===== src/hbcfg_pkg.sv =====
package hbcfg_pkg;

    // -------------------------------------------------------------
    // Configuration dword addresses (byte address, bits 1:0 zero)
    // -------------------------------------------------------------
    localparam logic [7:0] HBCFG_DW_LATHDR = 8'h0c; // Holds 0x0d and 0x0e
    localparam logic [7:0] HBCFG_DW_APERTURE_BASE_ADDRESS = 8'h10;
    localparam logic [7:0] HBCFG_DW_SUBSYS = 8'h2c;

    // Printed byte offsets of the byte-wide registers
    localparam logic [7:0] HBCFG_OFS_LATENCY = 8'h0d;
    localparam logic [7:0] HBCFG_OFS_HEADER = 8'h0e;

    // -------------------------------------------------------------
    // Aperture base field layout and fixed values
    // -------------------------------------------------------------
    localparam int HBCFG_AB_UPPER_LSB = 26;
    localparam int HBCFG_AB_SIZE_BIT = 25;
    localparam int HBCFG_AB_PREF_BIT = 3;
    localparam logic [5:0] HBCFG_AB_UPPER_RST = 6'h00;
    localparam logic HBCFG_AB_BIT25_RST = 1'b0;
    localparam logic [31:0] HBCFG_AB_RST_AGP = 32'h00000008;
    localparam logic [31:0] HBCFG_AB_RST_GFX = 32'h00000000;

    // Fixed read values of the byte-wide registers
    localparam logic [7:0] HBCFG_LATENCY_VAL = 8'h00;
    localparam logic [7:0] HBCFG_HEADER_VAL = 8'h00;

    // Subsystem maker identifier reset value
    localparam logic [15:0] HBCFG_SUBSYS_RST = 16'h0000;

    // Strap settle count before the graphics mode strap is caught
    localparam logic [1:0] HBCFG_STRAP_SETTLE = 2'h3;

    // -------------------------------------------------------------
    // Configuration request carrier
    // -------------------------------------------------------------
    typedef struct packed {
        logic        wr;
        logic        rd;
        logic [7:0]  addr;
        logic [3:0]  be;
        logic [31:0] wdata;
    } hbcfg_req_s;

endpackage


===== src/hbcfg_regs.sv =====
`timescale 1ns/1ps
// Notes on behaviour
// RULE1 - Latency timer byte reads zero, every write to it is ignored.
// RULE2 - Header layout byte has no storage; reads zero, writes do nothing.
// RULE3 - Aperture base resets to 0x00000008, or all zero in integrated graphics mode.
// RULE4 - Aperture base bits 31:26 are read/write and reset to zero.
// RULE5 - With size control clear, base bit 25 reads zero as if hardwired.
// RULE6 - With size control set, base bit 25 is read/write for 32 MB placement.
// RULE7 - Aperture base bits 24:4 always read zero and cannot be written.
// RULE8 - Aperture base bit 3 reads one: aperture is prefetchable. The code reads it as zero in integrated graphics mode.
// RULE9 - Aperture base bits 2:1 read 00: anywhere in 32-bit space.
// RULE10 - Aperture base bit 0 reads zero: a memory range.
// RULE11 - An access control bit blocks all aperture hits until software enables it.
// RULE12 - Firmware picks a smaller aperture before generic software sizes the base.
// RULE13 - Subsystem maker identifier resets to 0x0000.
// RULE14 - Subsystem maker identifier takes one write, then turns read-only.
// RULE15 - Only reset clears the identifier and its write lock.
// RULE16 - Boot firmware programs the identifier early; later writes are lost.
// RULE17 - Aperture base writes change only bits that are programmable right now.
module hbcfg_regs
    import hbcfg_pkg::*;
(
    // Clock and reset
    input wire logic CLK,
    input wire logic RESETN,
    // Configuration access
    input wire hbcfg_req_s CFG_REQ,
    output logic [31:0] CFG_RDATA,
    output logic CFG_RVALID,
    // Back-end controls from neighbouring registers
    input wire logic APER_SIZE_CTRL,
    input wire logic APER_ACCESS_EN,
    // Integrated graphics mode strap pin
    input wire logic INTEGRATED_GRAPHICS_MODE_STRAP,
    // Aperture decode
    input wire logic MEM_REQ,
    input wire logic [31:0] MEM_ADDR,
    output logic APER_HIT
);

    // ---------------------------------------------------------------
    // Strap synchroniser and capture
    // ---------------------------------------------------------------
    logic strap1_ff, strap2_ff, strap3_ff;
    logic [1:0] settle_ff;
    logic integrated_graphics_mode_ff;
    logic gfx_known_ff;
    wire strap_agree = (strap2_ff == strap3_ff);
    wire strap_take = !gfx_known_ff && strap_agree && (settle_ff == HBCFG_STRAP_SETTLE);

    // The strap is caught after release; a reset flop may only take constants
    always_ff @(posedge CLK or negedge RESETN)
    begin
        if (!RESETN)
        begin
            strap1_ff <= 1'b0;
            strap2_ff <= 1'b0;
            strap3_ff <= 1'b0;
            settle_ff <= 2'h0;
            integrated_graphics_mode_ff <= 1'b0;
            gfx_known_ff <= 1'b0;
        end
        else
        begin
            strap1_ff <= INTEGRATED_GRAPHICS_MODE_STRAP;
            strap2_ff <= strap1_ff;
            strap3_ff <= strap2_ff;
            if (settle_ff != HBCFG_STRAP_SETTLE)
                settle_ff <= settle_ff + 2'h1;
            if (strap_take)
            begin
                integrated_graphics_mode_ff <= strap3_ff;
                gfx_known_ff <= 1'b1;
            end
        end
    end

    // ---------------------------------------------------------------
    // Address decode
    // ---------------------------------------------------------------
    wire hit_lathdr = (CFG_REQ.addr == HBCFG_DW_LATHDR);
    wire hit_aperture_base_address = (CFG_REQ.addr == HBCFG_DW_APERTURE_BASE_ADDRESS);
    wire hit_subsys = (CFG_REQ.addr == HBCFG_DW_SUBSYS);
    wire wr_aperture_base_address = CFG_REQ.wr && hit_aperture_base_address;
    wire wr_subsys = CFG_REQ.wr && hit_subsys;

    // ---------------------------------------------------------------
    // Aperture base storage
    // ---------------------------------------------------------------
    logic [5:0] ab_upper_ff;
    logic ab_bit25_ff;
    logic [5:0] nxt_ab_upper;
    logic nxt_ab_bit25;

    // Only the top byte lane carries programmable bits [RULE17]
    assign nxt_ab_upper = (wr_aperture_base_address && CFG_REQ.be[3]) ?
        CFG_REQ.wdata[31:HBCFG_AB_UPPER_LSB] : ab_upper_ff; // [RULE4]
    // Bit 25 is forced back to zero while the size control is clear
    assign nxt_ab_bit25 = !APER_SIZE_CTRL ? 1'b0 :
        ((wr_aperture_base_address && CFG_REQ.be[3]) ? CFG_REQ.wdata[HBCFG_AB_SIZE_BIT] : ab_bit25_ff); // [RULE5] [RULE6]

    // Upper base bits and bit 25
    always_ff @(posedge CLK or negedge RESETN)
    begin
        if (!RESETN)
        begin
            ab_upper_ff <= HBCFG_AB_UPPER_RST; // [RULE4]
            ab_bit25_ff <= HBCFG_AB_BIT25_RST;
        end
        else
        begin
            ab_upper_ff <= nxt_ab_upper;
            ab_bit25_ff <= nxt_ab_bit25;
        end
    end

    // Read view: 24:4 zero, 3 prefetchable, 2:1 type 00, 0 memory [RULE7] [RULE9] [RULE10]
    // Prefetchable reads as one except in integrated graphics mode [RULE3] [RULE8]
    wire ab_pref = !integrated_graphics_mode_ff;
    wire [31:0] ab_view = {ab_upper_ff, ab_bit25_ff & APER_SIZE_CTRL, 21'h0,
        ab_pref, 3'h0};

    // ---------------------------------------------------------------
    // Subsystem maker identifier, write once
    // ---------------------------------------------------------------
    logic [15:0] subsys_ff;
    logic subsys_lock_ff;
    logic [15:0] nxt_subsys;
    wire subsys_take = wr_subsys && !subsys_lock_ff && (CFG_REQ.be[1:0] != 2'h0);

    // Byte lanes merge on the single accepted write [RULE14]
    assign nxt_subsys = {
        (subsys_take && CFG_REQ.be[1]) ? CFG_REQ.wdata[15:8] : subsys_ff[15:8],
        (subsys_take && CFG_REQ.be[0]) ? CFG_REQ.wdata[7:0] : subsys_ff[7:0]};

    // Lock has no software clear; reset is the only way back [RULE15]
    always_ff @(posedge CLK or negedge RESETN)
    begin
        if (!RESETN)
        begin
            subsys_ff <= HBCFG_SUBSYS_RST; // [RULE13]
            subsys_lock_ff <= 1'b0;
        end
        else
        begin
            subsys_ff <= nxt_subsys;
            if (subsys_take)
                subsys_lock_ff <= 1'b1; // [RULE14]
        end
    end

    // ---------------------------------------------------------------
    // Read data path
    // ---------------------------------------------------------------
    // Latency and header bytes have no flops: constants only [RULE1] [RULE2]
    wire [31:0] lathdr_view = {8'h00, HBCFG_HEADER_VAL, HBCFG_LATENCY_VAL, 8'h00};
    wire [31:0] rd_mux = hit_lathdr ? lathdr_view :
        hit_aperture_base_address ? ab_view :
        hit_subsys ? {16'h0000, subsys_ff} : 32'h00000000;

    // Whole dword returned; unmapped dwords read zero
    always_ff @(posedge CLK or negedge RESETN)
    begin
        if (!RESETN)
        begin
            CFG_RDATA <= 32'h00000000;
            CFG_RVALID <= 1'b0;
        end
        else
        begin
            CFG_RVALID <= CFG_REQ.rd;
            if (CFG_REQ.rd)
                CFG_RDATA <= rd_mux;
        end
    end

    // ---------------------------------------------------------------
    // Aperture decode
    // ---------------------------------------------------------------
    // Bit 25 only compares in the 32 MB setting
    wire ap_match = (MEM_ADDR[31:26] == ab_upper_ff) &&
        (!APER_SIZE_CTRL || (MEM_ADDR[25] == ab_bit25_ff));
    // Gate keeps stale or unset bases from claiming cycles [RULE11]
    wire nxt_hit = MEM_REQ && APER_ACCESS_EN && ap_match;

    // Registered hit, one cycle after the request
    always_ff @(posedge CLK or negedge RESETN)
    begin
        if (!RESETN)
            APER_HIT <= 1'b0;
        else
            APER_HIT <= nxt_hit;
    end

    // ---------------------------------------------------------------
    // Checks
    // ---------------------------------------------------------------
    logic [7:0] rd_addr_ff;
    logic ab_written_ff;

    // Helper state for the checks only
    always_ff @(posedge CLK or negedge RESETN)
    begin
        if (!RESETN)
        begin
            rd_addr_ff <= 8'h00;
            ab_written_ff <= 1'b0;
        end
        else
        begin
            if (CFG_REQ.rd)
                rd_addr_ff <= CFG_REQ.addr;
            if (wr_aperture_base_address)
                ab_written_ff <= 1'b1;
        end
    end
endmodule


===== config.mk =====
export PLATFORM = sky130hd
export DESIGN_NAME = hbcfg_regs
export DESIGN_NICKNAME = d
export VERILOG_FILES = /design/src/hbcfg_pkg.sv /design/src/hbcfg_regs.sv
export SDC_FILE = /design/constraint.sdc
export NUM_CORES = 1
export LEC_CHECK = 0
export ABC_AREA = 1
export BUFFER_PORTS_ARGS = -buffer_cell sky130_fd_sc_hd__buf_2
export CAP_MARGIN = 20
export CELL_PAD_IN_SITES_DETAIL_PLACEMENT = 1
export CELL_PAD_IN_SITES_GLOBAL_PLACEMENT = 1
export CORE_MARGIN = 10
export CORE_UTILIZATION = 35
export CTS_BUF_LIST = sky130_fd_sc_hd__clkbuf_2 sky130_fd_sc_hd__clkbuf_4 sky130_fd_sc_hd__clkbuf_8
export DETAILED_ROUTE_END_ITERATION = 7
export GPL_ROUTABILITY_DRIVEN = 0
export PLACE_DENSITY = 0.85
export SLEW_MARGIN = 20
export SYNTH_ARGS = -nofsm -noshare
export SYNTH_HDL_FRONTEND = slang
export SYNTH_SLANG_ARGS = --single-unit

===== constraint.sdc =====
create_clock -name CLK -period 1.5 [get_ports CLK]
set_clock_uncertainty 0.05 [all_clocks]
set_input_delay 0.3 -clock CLK [delete_from_list [all_inputs] [get_ports CLK]]
set_output_delay 0.3 -clock CLK [all_outputs]
set_load 0.005 [all_outputs]

Yosys cells after proc, flatten, opt, wreduce, memory -nomap -nowiden
Index checks and enable logic that the tools add are counted.
{ "word_totals": {"latchBits": 0, "mem_bits_ro": 0, "mem_bits_rw": 0, "out_inout_bits": 34, "elab_cells": 48, "ff_bits": 65, "inputBits": 84, "memories": 0} }
{ "classes": {"reduce_logical": 18, "mul": 0, "add_sub_neg": 1, "eq_ne": 9, "div_mod_pow": 0, "order_cmp": 0, "shift": 0, "n_bitwise": 1, "mux": 5} }
{ "ops": {"columns": ["cell", "count"], "rows": [
  ["32-bit two-way mux", 2],
  ["16-bit two-way mux", 1],
  ["1-bit logical AND", 12],
  ["8-bit by 4-bit == test with 1-bit output (second input constant)", 1],
  ["8-bit by 5-bit == test with 1-bit output (second input constant)", 1],
  ["8-bit by 6-bit == test with 1-bit output (second input constant)", 1],
  ["6-bit == test", 1],
  ["1-bit zero test", 4],
  ["2-bit by 1-bit adder with 2-bit output (second input constant)", 1],
  ["1-bit == test", 2],
  ["2-bit == test (second input constant)", 1],
  ["1-bit two-way mux", 2],
  ["2-bit by 1-bit inequality test with 1-bit output (second input constant)", 1],
  ["2-bit inequality test (second input constant)", 1],
  ["2-bit nonzero test", 1],
  ["1-bit AND", 1],
  ["1-bit logical OR", 1]
]} }

Depth between registers and ports, before layout
{ "depth": {"ltp_word": 5, "mapped_depth": 8, "mapped_depth_nobuf": 7} }

Worst setup path before layout
Ideal clock, no wire load.
{ "synth_timing": {"path_kind": "input port to flip-flop", "startpoint": "input port CFG_REQ[40] (netlist name)", "endpoint": "register subsys_ff[10]", "n_path_buf": 1, "setup_slack_ns": 0.346, "path_stages": 8, "arrival_time_ns": 0.987, "setup_ns": 0.117, "t_required_ns": 1.333, "cell_sequence": "inv_1 nand2_1 nor2_1 nor2b_4 buf_12 nand3_4 nand2_1 nand2_1"} }
{ "synth_between": {"elab_chain_len": 5} }
{ "synth_lines": {"columns": ["element", "line_no", "text"], "rows": [
  ["from (decl)", "hbcfg_regs.sv:27", "input wire hbcfg_req_s CFG_REQ,"],
  ["8-bit by 6-bit == test with 1-bit output", "hbcfg_regs.sv:83", "wire hit_subsys = (CFG_REQ.addr == HBCFG_DW_SUBSYS);"],
  ["1-bit logical AND", "hbcfg_regs.sv:85", "wire wr_subsys = CFG_REQ.wr && hit_subsys;"],
  ["1-bit logical AND (2 in a row)", "hbcfg_regs.sv:129", "wire subsys_take = wr_subsys && !subsys_lock_ff && (CFG_REQ.be[1:0] != 2'h0);"],
  ["1-bit logical AND", "hbcfg_regs.sv:133", "(subsys_take && CFG_REQ.be[1]) ? CFG_REQ.wdata[15:8] : subsys_ff[15:8],"],
  ["to (signal assigned)", "hbcfg_regs.sv:146", "subsys_ff <= nxt_subsys;"],
  ["to (decl)", "hbcfg_regs.sv:126", "logic [15:0] subsys_ff;"]
]} }
No other way between the ends.
A chain may end at the register's enable or synchronous reset.

Worst setup path in the final report
{ "layout_timing": {"startpoint": "register subsys_lock_ff", "endpoint": "register subsys_ff[11]"} }
{ "layout_between": {"elab_chain_len": 4} }
{ "layout_lines": {"columns": ["element", "line_no", "text"], "rows": [
  ["from (decl)", "hbcfg_regs.sv:127", "logic subsys_lock_ff;"],
  ["from (signal assigned)", "hbcfg_regs.sv:142", "subsys_lock_ff <= 1'b0;"],
  ["from (signal assigned)", "hbcfg_regs.sv:148", "subsys_lock_ff <= 1'b1;"],
  ["1-bit zero test", "hbcfg_regs.sv:129", null],
  ["1-bit logical AND (2 in a row)", "hbcfg_regs.sv:129", null],
  ["1-bit logical AND", "hbcfg_regs.sv:133", null]
]} }
No other way between the ends.

==> metrics.csv <==
metric,value,unit
fmax,0.778,GHz
met3_usage,3.84,%
cts_buffers,5,
hold_path_class,in2reg,
port_buffers,73,
dp_hpwl,5.22,mm
yosys_warnings,0,
slew_violations,0,
worstPathRequired,1650,ps
avgViaCountPerCell,4.51,
clock-sinks,56,
setup_ws,214,ps
cap_violations,0,
syn_to_final_growth,22.0,%
syn_avg_cell_area,9.14,sq um
min_from,INTEGRATED_GRAPHICS_MODE_STRAP,
status,completed,
start_kind,flip-flop,
p_leak,1.76,nW
yosysTopAreaCellShare,55.0,%
ir_worst_vdd,0.617,mV
timing.setup.tns,0,ps
crit_arrival,1440,ps
root_buffer,clkbuf_8,
finalCritPeriodShare,85.7,%
die_w,105,microns
hold_end,strap1_ff$_DFF_PN0_,
worstRegToRegCells,6,
rsz0062_at_grt,no,
drive_gt1_share,27.8,%
start_util,35.5,%
powerDensity,889,nW/um^2
worst-setup-path-type,reg2reg,
netlist_area,2550,sq um
synth.yosys.seq_area_share,55.0,%
drc,0,
min_path_cells,1,
synth_cell_types,26,
nets,440,
cp-end-kind,flip-flop,
first_iter_violations,67,
gr-usage-all-layers,12.0,%
grt_first_pass_wirelength,11.3,mm
timing.rr.start,subsys_lock_ff$_DFFE_PN0P_,
fillCellCount,887,
pre_cts_slack,37.5,ps
multiInputGateArea,945,sq um
max_stage_delay,370,ps
clk_latency,300,ps
hold_viol_final,0,
n_antenna_cell,0,
r2r-end,subsys_ff[11]$_DFFE_PN0P_,
power,2.77,mW
cts.repair.resized,0,
ys_top_cells_by_area,"dfrtp_1 55%, nand2_1 15%, nand3_1 5.9%",
place_area,2990,sq um
synth_top_area_cell,dfrtp_1,
regArea,1400,sq um
stdcell_count,455,
fp-row-count,31,
use_met1,13.5,%
dpl.cell_count,446,
path_clk_slew,100,ps
wire_per_inst,14.4,microns
period_needed,1290,ps
cp_common_cell,nand2_1,
cts_tree,done,
core,7180,sq um
grt_max_degree,57,
path_cells,inv_1 -> nand2_1 -> nor2_8 -> nand3_4 -> nand2_1 -> nand2_1,
reg2reg_slack,210,ps
antenna_found_initial,0,
setup_violations,0,
synth-seq-cells,56,
cp_slowest_cell,dfrtp_1,
grt_pass1_vias,2326,
wl,6.56,mm
path_max_fanout,19,
vias,2051,
grt_busiest_layer,met2,
fin_util,43.3,%
holdWs,46.1,ps
io_pins,118,
final_cell_area,3110,sq um
cts_max_level,2,
drt_first_pass_iters,4,
grt-ovfl-total,0,
ant_nets,0,
die_height,105,microns
cts_buffer_depth,2,
grt_use_met2,21.5,%
synthCells,279,
die_area,11100,sq um
-- timing repair --
item                      CTS  global route
hold endpoints to repair   56             0
buffers inserted            0             0
hold buffers                1             0
-- registers in the layout (all words and copies together) (netlist names) --
register                     count
strap2_ff                        1
CFG_RDATA                       23
integrated_graphics_mode_ff      1
gfx_known_ff                     1
settle_ff                        2
ab_bit25_ff                      1
subsys_ff                       16
strap1_ff                        1
APER_HIT                         1
CFG_RVALID                       1
subsys_lock_ff                   1
strap3_ff                        1
ab_upper_ff                      6
-- cells in the final DEF (no fill, tap or decap) --
cell and n:
nor2_2 3, bufinv_16 1, buf_2 73, nand3_1 30, xnor2_1 3, ha_1 1
nor2_8 1, nand4_1 18, buf_4 5, dfrtp_1 56, clkbuf_8 5, buf_12 3
a21oi_1 6, nand2_2 1, nor2_4 1, conb_1 9, nor2b_4 1, nand2_1 104
inv_1 14, nor2_1 9, mux2_2 1, clkinvlp_4 1, dlygate4sd3_1 1, xor2_1 2
o22ai_1 1, nand3_4 2, o21ai_0 3, inv_6 1
-- final cells by class --
cell class                      count  share of cell area, %
Sequential cell                    56                   45.1
Multi-Input combinational cell    196                   30.4
Timing Repair Buffer               82                   15.2
Tap cell                           99                   3.98
Clock buffer                        5                   2.21
Inverter                           14                   1.69
Clock inverter                      3                   1.49
-- worst max-delay path, delay by kind of cell, from the launching register on --
kind,cells,cell delay (ps)
flip-flops,1,370
buffers and inverters,1,70
AND/OR/NAND/NOR,5,680
-- report_power, final --
group / leakage [nW] / total, mW / internal [mW] / switching [mW]
Sequential: 0.736 / 1.55 / 1.53 / 0.0135
Clock: 0.0548 / 1.00 / 0.503 / 0.496
Combinational: 0.973 / 0.218 / 0.0858 / 0.132
Total: 1.76 / 2.77 / 2.12 / 0.642
-- cell usage after synthesis (all sizes together) --
| library cell | instances |
|---|---|
| nand2 | 105 |
| o22ai | 1 |
| dfrtp | 56 |
| inv | 14 |
| xnor2 | 3 |
| ha | 1 |
| mux2 | 1 |
| o21ai | 3 |
| nand3 | 32 |
| nand4 | 18 |
| a21oi | 6 |
| conb | 1 |
| nor2 | 14 |
| clkbuf | 2 |
| nor2b | 1 |
| buf | 19 |
| xor2 | 2 |
-- routing by layer --
metal | share of wire (%) | routed length, microns | vias to the layer above
li1 | - | - | 1029
met1 | 43 | 2840 | 967
met2 | 50 | 3260 | 51
met3 | 6.1 | 397 | 4
met4 | 0.92 | 60 | 0
met5 | 0 | 0 | -
-- cell families (layout without fill, tap and decap cells) --
group / after synthesis / after routing / share of synthesized area [%]
buf+inv: 35 / 104 / 9.18
compound gates: 10 / 10 / 2.01
xor+xnor: 5 / 5 / 1.72
fa+ha+maj: 1 / 1 / 0.491
other cells: 1 / 9 / 0.147
mux: 1 / 1 / 0.442
flops: 56 / 56 / 55.0
simple gates: 170 / 170 / 31.1
-- worst max path at each step --
stage	startpoint	end	slack (ps)	depth (start not counted)
after floorplan	CFG_REQ[40]	subsys_ff[10]$_DFFE_PN0P_	350	8
after global placement	CFG_REQ[40]	subsys_ff[4]$_DFFE_PN0P_	70	9
after detailed placement	CFG_REQ[37]	CFG_RDATA[25]$_DFFE_PN0P_	40	7
after CTS	subsys_lock_ff$_DFFE_PN0P_	subsys_ff[3]$_DFFE_PN0P_	200	6
after global routing	subsys_lock_ff$_DFFE_PN0P_	subsys_ff[10]$_DFFE_PN0P_	80	6
final	subsys_lock_ff$_DFFE_PN0P_	subsys_ff[11]$_DFFE_PN0P_	210	6
Note: power is estimated with default switching activity, not from simulation.
